### src/common/pgupd_defs.svh
// Register offsets, field positions, reset values and mode codes of the PWM generator update control.
// Assumes a 32-bit AXI4-Lite register bus with one aligned word per register.
`ifndef PGUPD_DEFS_SVH
`define PGUPD_DEFS_SVH

`define PGUPD_OFF_CTRL 8'h00
`define PGUPD_OFF_STAT 8'h04
`define PGUPD_OFF_LDUTY 8'h08
`define PGUPD_OFF_LPER 8'h0C
`define PGUPD_OFF_LPHASE 8'h10
`define PGUPD_OFF_ADUTY 8'h14
`define PGUPD_OFF_APER 8'h18
`define PGUPD_OFF_APHASE 8'h1C

`define PGUPD_CTRL_DSEL 15
`define PGUPD_CTRL_PSEL 14
`define PGUPD_CTRL_HSEL 13
`define PGUPD_CTRL_BCAST 11
`define PGUPD_CTRL_MODE_HI 10
`define PGUPD_CTRL_MODE_LO 8
`define PGUPD_CTRL_TRGB 6
`define PGUPD_CTRL_SRC_HI 3
`define PGUPD_CTRL_SRC_LO 0
`define PGUPD_CTRL_WMASK 16'hEF4F
`define PGUPD_CTRL_RST 16'h0000
`define PGUPD_VAL_RST 16'h0000

`define PGUPD_STAT_UPD 0
`define PGUPD_STAT_SLV 1

`define PGUPD_MODE_SOC 3'h0
`define PGUPD_MODE_IMM 3'h1
`define PGUPD_MODE_SSOC 3'h2
`define PGUPD_MODE_SIMM 3'h3

`define PGUPD_SRC_SELF 4'h0
`define PGUPD_SRC_GRP_LAST 4'h4

`define PGUPD_RESP_OKAY 2'h0
`define PGUPD_RESP_SLVERR 2'h2

`endif

### src/common/pgupd_pkg.sv
// Types shared by the PWM generator update control and its cycle timer.
// Assumes nothing beyond a SystemVerilog elaborator.
package pgupd_pkg;

	typedef struct packed {
		logic [15:0] duty;
		logic [15:0] period;
		logic [15:0] phase;
	} pgupd_vals_t;

	// Lines shared by the four generators of one group, one bit per generator.
	typedef struct packed {
		logic [3:0] upd_req;
		logic [3:0] eoc;
	} pgupd_grp_t;

	typedef enum logic {
		PGUPD_WST_COLLECT = 1'b0,
		PGUPD_WST_RESP = 1'b1
	} pgupd_wst_t;

	typedef struct packed {
		logic [15:0] cnt;
		logic running;
		logic start;
		logic fin;
	} pgupd_tmr_t;

	typedef struct packed {
		pgupd_wst_t wst;
		logic [7:0] aw_addr;
		logic aw_held;
		logic [31:0] w_data;
		logic [3:0] w_strb;
		logic w_held;
		logic [1:0] bresp;
		logic rvalid;
		logic [31:0] rdata;
		logic [1:0] rresp;
		logic [15:0] ctrl;
		logic upd_req;
		logic slv_pend;
		logic grp_prev;
		pgupd_vals_t local_v;
		pgupd_vals_t active_v;
		pgupd_vals_t eff_v;
		logic upd_out;
		logic eoc_out;
	} pgupd_state_t;

endpackage

### src/logic/pgupd_cycle_timer.sv
// Cycle timer of one PWM generator: runs the period and marks start and end of each cycle.
// Assumes the external trigger is a one-cycle pulse on CLK_SYS.
`include "pgupd_defs.svh"

module pgupd_cycle_timer
	import pgupd_pkg::*;
#(
	parameter int PER_W = 16
) (
	// Clock, reset and enable.
	input wire logic CLK_SYS,
	input wire logic ARST_N,
	input wire logic CE,
	// Control.
	input wire logic SELF_RUN,
	input wire logic RETRIG,
	input wire logic TRIG,
	input wire logic [PER_W-1:0] PERIOD,
	// Cycle marks.
	output logic CYCLE_START,
	output logic CYCLE_END,
	output logic [PER_W-1:0] COUNT
);

	pgupd_tmr_t s_ff;
	pgupd_tmr_t nxt_s;

	always_comb begin
		nxt_s = s_ff;
		nxt_s.start = 1'b0;
		nxt_s.fin = 1'b0;
		if (SELF_RUN) begin
			// Free running: the end of one cycle is the start of the next.
			if (!s_ff.running) begin
				nxt_s.running = 1'b1;
				nxt_s.cnt = '0;
				nxt_s.start = 1'b1;
			end else if (s_ff.cnt >= 16'(PERIOD)) begin
				nxt_s.cnt = '0;
				nxt_s.fin = 1'b1;
				nxt_s.start = 1'b1;
			end else begin
				nxt_s.cnt = s_ff.cnt + 16'h0001;
			end
		end else if (TRIG && (!s_ff.running || RETRIG)) begin
			// A trigger in the middle of a cycle restarts it only when retriggering is chosen.
			nxt_s.running = 1'b1;
			nxt_s.cnt = '0;
			nxt_s.start = 1'b1;
		end else if (s_ff.running) begin
			if (s_ff.cnt >= 16'(PERIOD)) begin
				nxt_s.running = 1'b0;
				nxt_s.fin = 1'b1;
			end else begin
				nxt_s.cnt = s_ff.cnt + 16'h0001;
			end
		end
	end

	always_ff @(posedge CLK_SYS or negedge ARST_N) begin
		if (!ARST_N) begin
			s_ff <= '0;
		end else if (CE) begin
			s_ff <= nxt_s;
		end
	end

	assign CYCLE_START = s_ff.start;
	assign CYCLE_END = s_ff.fin;
	assign COUNT = PER_W'(s_ff.cnt);

endmodule

### src/logic/pgupd_update_ctrl.sv
// Update control of one PWM generator: control-high register, buffered and active values,
// update modes and the update broadcast within a group of four generators.
// Assumes the shared master values come from a common register block on the same clock,
// and that every group line and cycle-start trigger is already on CLK_SYS.
//
// Functional notes
// - Shared duty select picks shared or local duty.
// - Shared period select picks shared or local period.
// - Shared phase select picks shared or local phase.
// - Slaved immediate: load on received master request.
// - Slaved start-of-cycle: load at next cycle start.
// - Immediate mode: load while update request set.
// - Hardware clears update request after the load.
// - Broadcast enabled: send request while update set.
// - Broadcast enabled: share cycle end with group.
// - Requests reach only the own group of four.
//
// Register access over AXI4-Lite and the register addresses were chosen for this implementation.
`include "pgupd_defs.svh"

module pgupd_update_ctrl
	import pgupd_pkg::*;
#(
	parameter int GEN_INDEX = 0
) (
	// Clock, reset and enable.
	input wire logic CLK_SYS,
	input wire logic ARST_N,
	input wire logic CE,
	// AXI4-Lite write address and data.
	input wire logic [7:0] S_AXI_AWADDR,
	input wire logic [2:0] S_AXI_AWPROT,
	input wire logic S_AXI_AWVALID,
	output logic S_AXI_AWREADY,
	input wire logic [31:0] S_AXI_WDATA,
	input wire logic [3:0] S_AXI_WSTRB,
	input wire logic S_AXI_WVALID,
	output logic S_AXI_WREADY,
	// AXI4-Lite write response.
	output logic [1:0] S_AXI_BRESP,
	output logic S_AXI_BVALID,
	input wire logic S_AXI_BREADY,
	// AXI4-Lite read.
	input wire logic [7:0] S_AXI_ARADDR,
	input wire logic [2:0] S_AXI_ARPROT,
	input wire logic S_AXI_ARVALID,
	output logic S_AXI_ARREADY,
	output logic [31:0] S_AXI_RDATA,
	output logic [1:0] S_AXI_RRESP,
	output logic S_AXI_RVALID,
	input wire logic S_AXI_RREADY,
	// Shared master values and external cycle-start trigger.
	input wire pgupd_vals_t SHARED_VALS,
	input wire logic SOC_TRIG,
	// Group of four.
	input wire pgupd_grp_t GROUP_IN,
	output logic UPD_REQ_OUT,
	output logic EOC_OUT,
	// Values in use and cycle marks.
	output pgupd_vals_t EFF_VALS,
	output logic CYCLE_START,
	output logic CYCLE_END,
	output logic UPD_PENDING
);

	localparam logic [3:0] OWN_MASK = 4'(4'h1 << GEN_INDEX);

	pgupd_state_t s_ff;
	pgupd_state_t nxt_s;

	logic cyc_start;
	logic cyc_end;
	logic self_run;
	logic tmr_trig;
	logic [2:0] mode;
	logic [3:0] src;
	logic [3:0] grp_eoc;
	logic grp_req;
	logic req_rise;
	logic apply;
	logic do_write;
	logic ar_take;

	assign mode = s_ff.ctrl[`PGUPD_CTRL_MODE_HI:`PGUPD_CTRL_MODE_LO];
	assign src = s_ff.ctrl[`PGUPD_CTRL_SRC_HI:`PGUPD_CTRL_SRC_LO];

	// Own lines are masked out, so a generator never answers its own broadcast.
	assign grp_eoc = GROUP_IN.eoc & ~OWN_MASK;
	assign grp_req = |(GROUP_IN.upd_req & ~OWN_MASK);
	assign req_rise = grp_req & ~s_ff.grp_prev;

	// Sources 1 to 4 follow the end of cycle of a group member; higher codes take the external trigger.
	// The external trigger is taken as is, with no synchroniser in between.
	assign self_run = (src == `PGUPD_SRC_SELF);
	always_comb begin
		tmr_trig = SOC_TRIG;
		if (src <= `PGUPD_SRC_GRP_LAST && !self_run) begin
			tmr_trig = grp_eoc[2'(src - 4'h1)];
		end
	end

	pgupd_cycle_timer #(
		.PER_W(16)
	) u_timer (
		.CLK_SYS(CLK_SYS),
		.ARST_N(ARST_N),
		.CE(CE),
		.SELF_RUN(self_run),
		.RETRIG(s_ff.ctrl[`PGUPD_CTRL_TRGB]),
		.TRIG(tmr_trig),
		.PERIOD(s_ff.eff_v.period),
		.CYCLE_START(cyc_start),
		.CYCLE_END(cyc_end),
		.COUNT()
	);

	// Load condition per update mode; reserved codes behave as start-of-cycle.
	always_comb begin
		case (mode)
			`PGUPD_MODE_IMM: apply = s_ff.upd_req;
			`PGUPD_MODE_SSOC: apply = cyc_start & s_ff.slv_pend;
			`PGUPD_MODE_SIMM: apply = s_ff.slv_pend;
			`PGUPD_MODE_SOC: apply = cyc_start & s_ff.upd_req;
			default: apply = cyc_start & s_ff.upd_req;
		endcase
	end

	assign do_write = (s_ff.wst == PGUPD_WST_COLLECT) && s_ff.aw_held && s_ff.w_held;
	assign ar_take = S_AXI_ARVALID && !s_ff.rvalid;

	function automatic logic [15:0] merge16(input logic [15:0] old, input logic [31:0] d, input logic [3:0] st);
		logic [15:0] r;
		r = old;
		if (st[0]) begin
			r[7:0] = d[7:0];
		end
		if (st[1]) begin
			r[15:8] = d[15:8];
		end
		return r;
	endfunction

	always_comb begin
		nxt_s = s_ff;
		nxt_s.grp_prev = grp_req;

		// Write address and data are collected in either order.
		if (S_AXI_AWVALID && S_AXI_AWREADY) begin
			nxt_s.aw_held = 1'b1;
			nxt_s.aw_addr = S_AXI_AWADDR;
		end
		if (S_AXI_WVALID && S_AXI_WREADY) begin
			nxt_s.w_held = 1'b1;
			nxt_s.w_data = S_AXI_WDATA;
			nxt_s.w_strb = S_AXI_WSTRB;
		end
		if (s_ff.wst == PGUPD_WST_RESP && S_AXI_BREADY) begin
			nxt_s.wst = PGUPD_WST_COLLECT;
		end

		// A master request is remembered until the load it asks for has happened.
		if (req_rise) begin
			nxt_s.slv_pend = 1'b1;
		end
		if (apply) begin
			nxt_s.active_v = s_ff.local_v;
			nxt_s.upd_req = 1'b0;
			nxt_s.slv_pend = req_rise;
		end

		if (do_write) begin
			nxt_s.aw_held = 1'b0;
			nxt_s.w_held = 1'b0;
			nxt_s.wst = PGUPD_WST_RESP;
			nxt_s.bresp = `PGUPD_RESP_OKAY;
			case (s_ff.aw_addr)
				`PGUPD_OFF_CTRL: begin
					nxt_s.ctrl = merge16(s_ff.ctrl, s_ff.w_data, s_ff.w_strb) & `PGUPD_CTRL_WMASK;
				end
				`PGUPD_OFF_STAT: begin
					// Software can only set the request; this set wins over a load in the same cycle.
					if (s_ff.w_strb[0] && s_ff.w_data[`PGUPD_STAT_UPD]) begin
						nxt_s.upd_req = 1'b1;
					end
				end
				`PGUPD_OFF_LDUTY: nxt_s.local_v.duty = merge16(s_ff.local_v.duty, s_ff.w_data, s_ff.w_strb);
				`PGUPD_OFF_LPER: nxt_s.local_v.period = merge16(s_ff.local_v.period, s_ff.w_data, s_ff.w_strb);
				`PGUPD_OFF_LPHASE: nxt_s.local_v.phase = merge16(s_ff.local_v.phase, s_ff.w_data, s_ff.w_strb);
				`PGUPD_OFF_ADUTY, `PGUPD_OFF_APER, `PGUPD_OFF_APHASE: nxt_s.bresp = `PGUPD_RESP_OKAY;
				default: nxt_s.bresp = `PGUPD_RESP_SLVERR;
			endcase
		end

		// Reads answer one cycle after the address is taken.
		if (s_ff.rvalid && S_AXI_RREADY) begin
			nxt_s.rvalid = 1'b0;
		end
		if (ar_take) begin
			nxt_s.rvalid = 1'b1;
			nxt_s.rresp = `PGUPD_RESP_OKAY;
			nxt_s.rdata = 32'h0000_0000;
			case (S_AXI_ARADDR)
				`PGUPD_OFF_CTRL: nxt_s.rdata[15:0] = s_ff.ctrl;
				`PGUPD_OFF_STAT: begin
					nxt_s.rdata[`PGUPD_STAT_UPD] = s_ff.upd_req;
					nxt_s.rdata[`PGUPD_STAT_SLV] = s_ff.slv_pend;
				end
				`PGUPD_OFF_LDUTY: nxt_s.rdata[15:0] = s_ff.local_v.duty;
				`PGUPD_OFF_LPER: nxt_s.rdata[15:0] = s_ff.local_v.period;
				`PGUPD_OFF_LPHASE: nxt_s.rdata[15:0] = s_ff.local_v.phase;
				`PGUPD_OFF_ADUTY: nxt_s.rdata[15:0] = s_ff.eff_v.duty;
				`PGUPD_OFF_APER: nxt_s.rdata[15:0] = s_ff.eff_v.period;
				`PGUPD_OFF_APHASE: nxt_s.rdata[15:0] = s_ff.eff_v.phase;
				default: nxt_s.rresp = `PGUPD_RESP_SLVERR;
			endcase
		end

		// Values in use: the shared word replaces the local active word per select bit.
		nxt_s.eff_v.duty = s_ff.ctrl[`PGUPD_CTRL_DSEL] ? SHARED_VALS.duty : s_ff.active_v.duty;
		nxt_s.eff_v.period = s_ff.ctrl[`PGUPD_CTRL_PSEL] ? SHARED_VALS.period : s_ff.active_v.period;
		nxt_s.eff_v.phase = s_ff.ctrl[`PGUPD_CTRL_HSEL] ? SHARED_VALS.phase : s_ff.active_v.phase;

		// The broadcast follows the next request bit, so it drops at the same edge as the own load.
		nxt_s.upd_out = s_ff.ctrl[`PGUPD_CTRL_BCAST] & nxt_s.upd_req;
		nxt_s.eoc_out = s_ff.ctrl[`PGUPD_CTRL_BCAST] & cyc_end;
	end

	always_ff @(posedge CLK_SYS or negedge ARST_N) begin
		if (!ARST_N) begin
			s_ff <= '0;
			s_ff.wst <= PGUPD_WST_COLLECT;
			s_ff.ctrl <= `PGUPD_CTRL_RST;
			s_ff.local_v <= {3{`PGUPD_VAL_RST}};
			s_ff.active_v <= {3{`PGUPD_VAL_RST}};
			s_ff.eff_v <= {3{`PGUPD_VAL_RST}};
		end else if (CE) begin
			s_ff <= nxt_s;
		end
	end

	// Ready only while CE is high, so nothing is taken into frozen state.
	assign S_AXI_AWREADY = CE && !s_ff.aw_held && (s_ff.wst == PGUPD_WST_COLLECT);
	assign S_AXI_WREADY = CE && !s_ff.w_held && (s_ff.wst == PGUPD_WST_COLLECT);
	assign S_AXI_BVALID = (s_ff.wst == PGUPD_WST_RESP);
	assign S_AXI_BRESP = s_ff.bresp;
	assign S_AXI_ARREADY = CE && !s_ff.rvalid;
	assign S_AXI_RVALID = s_ff.rvalid;
	assign S_AXI_RDATA = s_ff.rdata;
	assign S_AXI_RRESP = s_ff.rresp;

	assign UPD_REQ_OUT = s_ff.upd_out;
	assign EOC_OUT = s_ff.eoc_out;
	assign EFF_VALS = s_ff.eff_v;
	assign CYCLE_START = cyc_start;
	assign CYCLE_END = cyc_end;
	assign UPD_PENDING = s_ff.upd_req;

endmodule

### config.mk
export PLATFORM = sky130hd
export DESIGN_NAME = pgupd_update_ctrl
export DESIGN_NICKNAME = d
export VERILOG_FILES = /design/src/common/pgupd_pkg.sv /design/src/logic/pgupd_cycle_timer.sv /design/src/logic/pgupd_update_ctrl.sv
export VERILOG_INCLUDE_DIRS = /design/src /design/src/common
export SDC_FILE = /design/constraint.sdc
export NUM_CORES = 1
export LEC_CHECK = 0
export BUFFER_PORTS_ARGS = -buffer_cell sky130_fd_sc_hd__buf_2
export CORE_MARGIN = 2
export CORE_UTILIZATION = 45
export CTS_BUF_LIST = sky130_fd_sc_hd__clkbuf_8
export DETAILED_ROUTE_END_ITERATION = 10
export GPL_ROUTABILITY_DRIVEN = 0
export HOLD_SLACK_MARGIN = 0.1
export PLACE_DENSITY = 0.75
export RECOVER_POWER = 50
export SLEW_MARGIN = 20
export SYNTH_ARGS = -nofsm -noshare
export SYNTH_HDL_FRONTEND = slang
export SYNTH_HIERARCHICAL = 1
export SYNTH_SLANG_ARGS = --single-unit
### constraint.sdc
create_clock -name CLK_SYS -period 5 [get_ports CLK_SYS]
set_input_delay 0.5 -clock CLK_SYS [delete_from_list [all_inputs] [get_ports CLK_SYS]]
set_output_delay 0.5 -clock CLK_SYS [all_outputs]
set_load 0.1 [all_outputs]
==> flow_summary_export.csv, run 1 <==
group,metric,value,unit
pwr,pwr-share-comb,27.2,%
pwr,p_int,0.00365,W
layout,nets,1260,
grt,grt_pass1_vias,7993,
worst_hold_path,hold_depth,2,
setup_path,slowest_stage,"clkbuf_2",
pwr,seq_power_share,42.4,%
setup_path,path_cells,"dlygate4sd3_1 -> clkbuf_2",
synth,yosys_warnings,6,
pwr,p_sw,0.00224,W
setup_path,setup.worst_path.end_class,"asynchronous set/reset pin",
timing,maxSlewViolCount,124,
clock_tree,h-tree-depth,2,
pwr,powerDensity,455,nW/um^2
routing,routed_via_density,5.51,
synth,netlist_instances,1007,
clock_tree,cts_resized,0,
setup_path,cp_top_family,"buffers and inverters",
die,initial_core_util,45.8,%
grt,antenna_found_initial,1,
setup_path,rr_worst_depth,9,
timing,hold_viol_final,0,
setup_path,worstPathArrival,3.36,ns
timing,skew,0.0146,ns
pwr,power_leakage,6.08,nW
timing,fin_crit,3.44,ns
timing,period_share,68.7,%
layout,multi_input_area,4960,um^2
timing,whs,0.187,ns
setup_path,slowest_delay,2.18,ns
setup_path,critPathLaunch,"ARST_N",
placed_design,io_buffer_count,172,
clock_tree,cts-buffers-inserted,40,
grt,grt_pass1_wl,46800,um
layout,synthToLayoutAreaGrowth,12.2,%
setup_path,path_max_fanout,124,
die,num_io_pins,217,
setup_path,rr_startpoint,"s_ff[149]",
setup_path,worst-path-buf-inv,2,
die,coreArea,25200,um^2
placed_design,dpl.hpwl,21900,um
worst_hold_path,hp-start,"S_AXI_WDATA[6]",
layout,regArea,5710,um^2
setup_path,cp.depth,2,
timing,fmax,291,MHz
routing,final_antenna_net_count,0,
run_status,violations,"capacitance limit, slew limit",
routing,num_vias,8156,
clock_tree,cts_tree,"built",
clock_tree,root_buffer,"clkbuf_8",
run,drv_cap,1,
routing,wire_per_inst,20.9,um
layout,n_fill_cell,2227,
pwr,p_clk_share,30.4,%
clock_tree,ctsLongestPathBuffers,3,
worst_hold_path,hold_path_class,"in2reg",
die,die_w,164,um
clock_tree,cts_sinks,228,
grt,track_usage,23.0,%
synth,syn-cell-area,11500,um^2
die,dieArea,27000,um^2
grt,grt_max_degree,125,
die,floorplan.rows,58,
setup_path,cp.required,4.92,ns
die,die_h,164,um
layout,drive_above_1_share,31.6,%
timing,setup_viol_count_final,0,
layout,fin_util,51.4,%
routing,drc,0,
timing,rsz0062_at_grt,"false",
pwr,p_sw_share,38.0,%
routing,first_iter_violations,725,
timing,relSlewSlack,-115,%
routing,wl,30900,um
setup_path,worstSetupPathType,"in2async",
run_status,status,"finished with violations",
clock_tree,insertion_delay,0.54,ns
setup_path,start_kind,"input port",
routing,drtPass1Iterations,5,
timing,worst_pin_slew,3.22,ns
timing,setup_tns,0,ns
clock_tree,cts.reportedPaths.clkPinSlew,0.06,ns
grt,overflow,0,
pwr,peakVddDrop,381,uV
synth,syn_area_per_cell,11.5,um^2
power by group through the flow:
stage	Sequential (W)	Combinational [W]	Clock [W]
2_1_floorplan	0.00246	0.00132	0
3_3_place_gp	0.00252	0.00158	0
3_5_place_dp	0.00253	0.00162	0
4_1_cts	0.00250	0.00162	0.00183
5_1_grt	0.00254	0.00172	0.00191
6_report	0.00250	0.00160	0.00179
per-stage QoR:
step	std cells	power (W)	setup slack, ns	instance area (um^2)
floorplan	1024	0.00378	1.33	11600
global placement	1406	0.00410	1.92	12200
detailed placement	1406	0.00415	1.84	12200
CTS	1478	0.00595	1.96	13000
global route	1479	0.00617	0.957	12900
finish	1480	0.00590	1.56	12900
sequential cells by signal (all words and copies together) (netlist names):
name / count
UPD_PENDING: 1
mode: 3
UPD_REQ_OUT: 1
u_timer/CYCLE_START: 1
S_AXI_RDATA: 16
EOC_OUT: 1
u_timer/s_ff: 1
s_ff: 135
S_AXI_RRESP: 1
u_timer/CYCLE_END: 1
S_AXI_BVALID: 1
S_AXI_RVALID: 1
S_AXI_BRESP: 1
EFF_VALS: 48
u_timer/COUNT: 16
layer usage:
metal  vias up  GRT usage [%]  share of wire [%]
met1      4084           32.3                 44
met2       309           35.1                 46
met5         -              0                  0
met4         0           8.09                2.6
met3        48           5.20                7.2
li1       3715              -                  -
placed cells by master, fill, tap and decap left out, drive strengths merged, types with 3 or more instances in the layout:
cell and n:
nand3 11, nand2 47, a21oi 69, or4 7, nor4 3, dfrtp 228, clkinv 7, and3 6
or2 3, or3 10, a311oi 5, o21ai 31, inv 42, a22oi 10, mux2i 75, clkbuf 118
nor3 12, ha 18, nor3b 13, nor2b 10, buf 120, a31oi 4, nand4 7, a21o 4
conb 18, and2 5, mux2 138, mux4 9, o22ai 6, nor2 71, nand2b 4, o21bai 4
o211ai 3
cell type report:
cell class | instances | area share (%)
inverters | 36 | 1.04
clock buffers | 57 | 6.06
well taps | 330 | 3.19
repair buffers | 182 | 6.76
multi-input cells | 631 | 38.3
clock inverters | 14 | 0.570
flip-flops and latches | 228 | 44.1
diodes | 2 | 0.0387
repair_timing:
| item | CTS | global route |
|---|---|---|
| hold buffers | 1 | 0 |
| endpoints found under the hold margin | 7 | 0 |
| buffers inserted | 0 | 0 |
worst paths after layout:
check                               endpoint  slack [ns]
max reg2reg                u_timer/COUNT[15]        1.94
min                                s_ff[213]        0.19
max in group CLK_SYS       u_timer/COUNT[15]        1.94
min reg2reg                        s_ff[147]        0.48
min in group asynchronous   u_timer/COUNT[9]        1.53
max                                s_ff[134]        1.56
Power figures use the tool's default switching activity.
==> run 2, diff against run 1 <==
==> constraint.sdc (replaced) <==
create_clock -name CLK_SYS -period 3.5 [get_ports CLK_SYS]
set_input_delay 0.35 -clock CLK_SYS [delete_from_list [all_inputs] [get_ports CLK_SYS]]
set_output_delay 0.35 -clock CLK_SYS [all_outputs]
set_load 0.1 [all_outputs]
==> flow_summary_export.csv, run 2 (synthesis gave the netlist of run 1 again) <==
group,metric,value,unit
clock_tree,cts-buffers-inserted,41,
setup_path,worstSetupPathType,"reg2reg",
routing,drc,0,
clock_tree,ctsLongestPathBuffers,3,
grt,overflow,0,
timing,maxSlewViolCount,90,
worst_hold_path,hold_path_class,"in2reg",
routing,wire_per_inst,20.1,um
timing,fin_crit,3.01,ns
pwr,pwr-share-comb,27.7,%
setup_path,path_max_fanout,15,
routing,routed_via_density,5.47,
run,drv_cap,3,
layout,n_fill_cell,2144,
run_status,violations,"capacitance limit, slew limit",
timing,whs,0.111,ns
clock_tree,insertion_delay,0.57,ns
grt,track_usage,23.3,%
pwr,p_sw_share,37.5,%
setup_path,slowest_delay,0.56,ns
layout,largest-register,"s_ff",
layout,largest_reg_flops,135,
layout,nets,1318,
timing,skew,0.0342,ns
setup_path,cp.required,3.96,ns
clock_tree,post-cts-setup-buffer-count,0,
timing,setup_tns,0,ns
setup_path,path_cells,"inv_1 -> ha_1 -> mux2i_1 -> o22a_1 -> a21oi_1 -> a31oi_1 -> nand2_1 -> or4_4 -> or4_4 -> o211ai_2",
setup_path,cp_top_family,"simple AND/OR/NAND/NOR gates",
setup_path,worstPathArrival,3.47,ns
setup_path,slowest_stage,"or4_4",
die,initial_core_util,45.8,%
layout,synthToLayoutAreaGrowth,17.4,%
die,die_h,164,um
grt,grt_pass1_vias,8112,
timing,hold_viol_final,0,
die,dieArea,27000,um^2
routing,final_antenna_net_count,0,
pwr,p_sw,0.00322,W
grt,grt_max_degree,108,
pwr,p_clk_share,30.5,%
timing,relSlewSlack,-7.51,%
timing,fmax,332,MHz
routing,num_vias,8390,
timing,worst_pin_slew,1.61,ns
setup_path,crit_top_cell,"or4_4",
placed_design,io_buffer_count,172,
setup_path,setup.worst_path.end_class,"flop",
clock_tree,cts_sinks,228,
pwr,powerDensity,632,nW/um^2
timing,period_share,86.1,%
routing,wl,30800,um
setup_path,worst-path-buf-inv,1,
die,floorplan.rows,58,
clock_tree,cts.reportedPaths.clkPinSlew,0.06,ns
run_status,status,"finished with violations",
routing,drtPass1Iterations,5,
layout,drive_above_1_share,35.0,%
layout,layout_common_cells,"228 x dfrtp_1, 170 x buf_2, 138 x mux2_2",
die,coreArea,25200,um^2
clock_tree,root_buffer,"clkbuf_8",
layout,layout_commonest_cell,"dfrtp_1",
pwr,seq_power_share,41.7,%
die,num_io_pins,217,
setup_path,start_kind,"flop",
die,die_w,164,um
placed_design,dpl.hpwl,22100,um
grt,antenna_found_initial,0,
clock_tree,h-tree-depth,2,
routing,first_iter_violations,693,
timing,setup_viol_count_final,0,
pwr,p_int,0.00536,W
layout,antenna_cells,0,
layout,fin_util,53.8,%
clock_tree,cts_tree,"built",
pwr,peakVddDrop,443,uV
timing,rsz0062_at_grt,"false",
pwr,power_leakage,6.53,nW
grt,grt_pass1_wl,47500,um
-- run 2: cell types whose count changed in the layout (fill, tap and decap cells not counted), sizes merged --
cell / previous run / this run
clkbuf: 118 / 63
inv: 42 / 46
clkinv: 7 / 4
diode: 2 / 0
bufinv: 0 / 2
buf: 120 / 182
dlygate4sd3: 1 / 48
-- run 2: path summary, 6_finish.rpt --
path	from	depth (start not counted)	slack, ns	endpoint
max	s_ff[149]	10	0.49	u_timer/COUNT[15]
min reg2reg	s_ff[146]	1	0.47	s_ff[147]
min in group asynchronous	ARST_N	2	0.45	u_timer/COUNT[6]
min	SHARED_VALS[14]	3	0.11	EFF_VALS[14]
max in group asynchronous	ARST_N	3	1.06	s_ff[101]
max reg2reg	s_ff[149]	10	0.49	u_timer/COUNT[15]
-- run 2: repair_timing --
action / CTS / global route
endpoints found under the setup margin: 0 / 0
hold endpoints to repair: 150 / 0
hold buffers: 48 / 0
resized for setup: 0 / 0
-- run 2: through the flow --
| stage | std cells | total power (W) | area, um^2 | setup slack (ns) |
|---|---|---|---|---|
| 2_1_floorplan | 1024 | 0.00540 | 11600 | 0.0844 |
| 3_3_place_gp | 1416 | 0.00588 | 12200 | 0.554 |
| 3_5_place_dp | 1416 | 0.00595 | 12200 | 0.458 |
| 4_1_cts | 1535 | 0.00862 | 13600 | 0.436 |
| 5_1_grt | 1535 | 0.00898 | 13600 | 0.331 |
| 6_report | 1535 | 0.00857 | 13600 | 0.486 |
-- run 2: power groups by stage --
stage	Clock, W	Sequential [W]	Combinational, W
after floorplan	0	0.00352	0.00189
after global placement	0	0.00360	0.00228
after detailed placement	0	0.00361	0.00233
after CTS	0.00267	0.00357	0.00238
after global routing	0.00280	0.00364	0.00254
final	0.00262	0.00358	0.00238
-- run 2: area by class of cell --
cell class	count	area (um^2)	share of cell area, %
inverter	36	135	0.997
clock inverter	17	125	0.923
sequential	228	5710	42.1
clock buffer	54	743	5.48
tap	330	413	3.05
timing repair buffer	239	1460	10.8
multi-input combinational	631	4970	36.7
-- run 2: layer usage --
| metal | part of all wire (%) | GRT usage [%] | vias to the layer above |
|---|---|---|---|
| met5 | 0 | 0 | - |
| met4 | 2.5 | 7.85 | 0 |
| met3 | 7.6 | 4.87 | 48 |
| met2 | 46 | 35.2 | 341 |
| met1 | 44 | 33.4 | 4163 |
| li1 | - | - | 3838 |
-- run 2: tightest hold or removal path, cell delays in order --
cell,delay [ns]
buf_2,0.09
mux2i_1,0.06
a21oi_1,0.13
==> run 3, diff against run 2 <==
--- a/config.mk
+++ b/config.mk
@@ -13,7 +13,7 @@
 export DETAILED_ROUTE_END_ITERATION = 10
 export GPL_ROUTABILITY_DRIVEN = 0
 export HOLD_SLACK_MARGIN = 0.1
-export PLACE_DENSITY = 0.75
+export PLACE_DENSITY = 0.77
 export RECOVER_POWER = 50
 export SLEW_MARGIN = 20
 export SYNTH_ARGS = -nofsm -noshare
==> constraint.sdc (replaced) <==
create_clock -name CLK_SYS -period 2.6 [get_ports CLK_SYS]
set_input_delay 0.13 -clock CLK_SYS [delete_from_list [all_inputs] [get_ports CLK_SYS]]
set_output_delay 0.13 -clock CLK_SYS [all_outputs]
set_load 0.1 [all_outputs]
==> flow_summary_export.csv, run 3 (synthesis gave the netlist of run 1 again) <==
group,metric,value,unit
timing,fin_crit,2.65,ns
timing,rsz0062_at_grt,"true",
grt,overflow,0,
timing,hold_viol_final,0,
clock_tree,cts.reportedPaths.clkPinSlew,0.06,ns
setup_path,critPathLaunch,"s_ff[150]",
die,num_io_pins,217,
layout,stdcell_area,14400,um^2
setup_path,ff2ff_setup_slack,-0.05,ns
setup_path,worstPathArrival,3.13,ns
routing,drtPass1Iterations,4,
grt,grt_pass1_vias,8918,
pwr,seq_power_share,41.3,%
layout,layout_common_cells,"227 x dfrtp_1, 170 x buf_2, 138 x mux2_2",
clock_tree,h-tree-depth,2,
grt,antenna_found_initial,0,
layout,largest-register,"s_ff",
placed_design,place_area,12600,um^2
grt,met1_usage,31.4,%
timing,relSlewSlack,6.54,%
layout,nets,1411,
setup_path,slowest_delay,0.58,ns
layout,drive_above_1_share,36.6,%
clock_tree,cts-buffers-inserted,39,
grt,top_usage_layer,"met2",
pwr,power_leakage,6.96,nW
grt,use_met3,5.20,%
placed_design,pre_cts_slack,-0.0495,ns
layout,largest_reg_flops,135,
grt,track_usage,24.4,%
setup_path,rr_worst_depth,10,
timing,fmax,378,MHz
setup_path,path_cells,"inv_2 -> ha_4 -> mux2i_1 -> o22a_1 -> a21oi_2 -> a31oi_1 -> nand2_1 -> or4_4 -> or4_4 -> nand3_2",
die,dieArea,27000,um^2
placed_design,io_buffer_count,172,
pwr,p_sw,0.00447,W
timing,worst_pin_slew,1.40,ns
pwr,pwr-share-comb,31.4,%
timing,setup_viol_count_final,3,
clock_tree,cts_tree,"built",
setup_path,cp.required,3.08,ns
timing,setup_slack,-0.0487,ns
die,floorplan.rows,58,
setup_path,worstSetupPathType,"reg2reg",
pwr,p_clk_share,27.3,%
run_status,status,"finished with violations",
grt,grt_pass1_wl,49700,um
setup_path,setup.worst_path.end_class,"flop",
pwr,power,0.0116,W
die,coreArea,25200,um^2
routing,drc,0,
layout,layout_commonest_cell,"dfrtp_1",
setup_path,rr_startpoint,"s_ff[150]",
die,die_h,164,um
worst_hold_path,hold_path_class,"in2async",
routing,first_iter_violations,680,
clock_tree,root_buffer,"clkbuf_8",
routing,num_vias,8835,
pwr,p_int,0.00713,W
run,drv_cap,0,
run_status,violations,"setup timing",
die,die_w,164,um
grt,grt_util_met2,40.0,%
pwr,powerDensity,803,nW/um^2
setup_path,rr_endpoint,"u_timer/COUNT[13]",
layout,antenna_cells,0,
clock_tree,ctsLongestPathBuffers,3,
die,initial_core_util,45.8,%
timing,maxSlewViolCount,0,
setup_path,crit_top_cell,"or4_4",
layout,synthToLayoutAreaGrowth,25.0,%
setup_path,start_kind,"flop",
placed_design,dpl.hpwl,23200,um
grt,grt_max_degree,83,
routing,wire_per_inst,20.2,um
routing,wl,32900,um
clock_tree,insertion_delay,0.56,ns
routing,final_antenna_net_count,0,
setup_path,path_max_fanout,5,
pwr,peakVddDrop,726,uV
setup_path,slowest_stage,"or4_4",
timing,skew,0.0306,ns
routing,routed_via_density,5.44,
clock_tree,cts_sinks,228,
pwr,p_sw_share,38.5,%
timing,period_share,102,%
==> run 3: critical path: cells and delay by family (launching register included) <==
kind,cells,cell delay [ns]
flops,1,0.36
buf+inv,1,0.05
fa+ha+maj,1,0.26
compound gates,3,0.39
mux,1,0.18
simple gates,4,1.35
==> run 3: repair_timing <==
| item | 4_1_cts | 5_1_grt |
|---|---|---|
| endpoints found under the hold margin | 224 | 0 |
| hold buffers | 100 | 0 |
| pin swaps | 5 | 2 |
| gates cloned | 1 | 1 |
| setup endpoints to repair | 12 | 15 |
| buffers inserted | 2 | 3 |
| resized for setup | 9 | 13 |
==> run 3: how the worst max path moves through the flow <==
stage | depth (start not counted) | end | slack [ns]
detailed placement | 8 | u_timer/COUNT[15] | -0.05
CTS | 10 | u_timer/COUNT[13] | 0.0004
global route | 11 | u_timer/COUNT[3] | -0.14
floorplan | 10 | u_timer/COUNT[15] | 0.04
global placement | 8 | u_timer/COUNT[15] | -0.02
finish | 10 | u_timer/COUNT[13] | -0.05
==> run 3: power groups by stage <==
| stage | registers (W) | logic (W) | clock network, W |
|---|---|---|---|
| after floorplan | 0.00474 | 0.00255 | 0 |
| after global placement | 0.00479 | 0.00328 | 0 |
| after detailed placement | 0.00483 | 0.00335 | 0 |
| after CTS | 0.00477 | 0.00355 | 0.00321 |
| after global routing | 0.00486 | 0.00387 | 0.00337 |
| final | 0.00479 | 0.00364 | 0.00317 |
==> run 3: metrics by stage <==
| step | hold WS (ns) | TNS (ns) | utilization [%] | cells |
|---|---|---|---|---|
| floorplan | -0.166 | 0 | - | 1024 |
| global placement | 0.154 | -0.0187 | 49.9 | 1452 |
| detailed placement | 0.156 | -0.0735 | 49.9 | 1452 |
| CTS | 0.128 | 0 | 57.1 | 1620 |
| global route | 0.176 | -0.738 | 57.3 | 1624 |
| finish | 0.157 | -0.103 | 57.3 | 1624 |
==> run 3: final cells by class <==
cell class | count | area [um^2]
multi-input cells | 633 | 5100
well taps | 330 | 413
clock buffers | 49 | 674
inverters | 36 | 135
repair buffers | 332 | 2320
fillers | 2102 | 10800
flip-flops and latches | 228 | 5710
clock inverters | 16 | 81.3
==> run 3: routing by layer <==
metal  share of wire [%]  wire, um
met1                  41     13500
met2                  48     15800
met3                 7.4      2440
met4                 3.6      1180
met5                   0         0
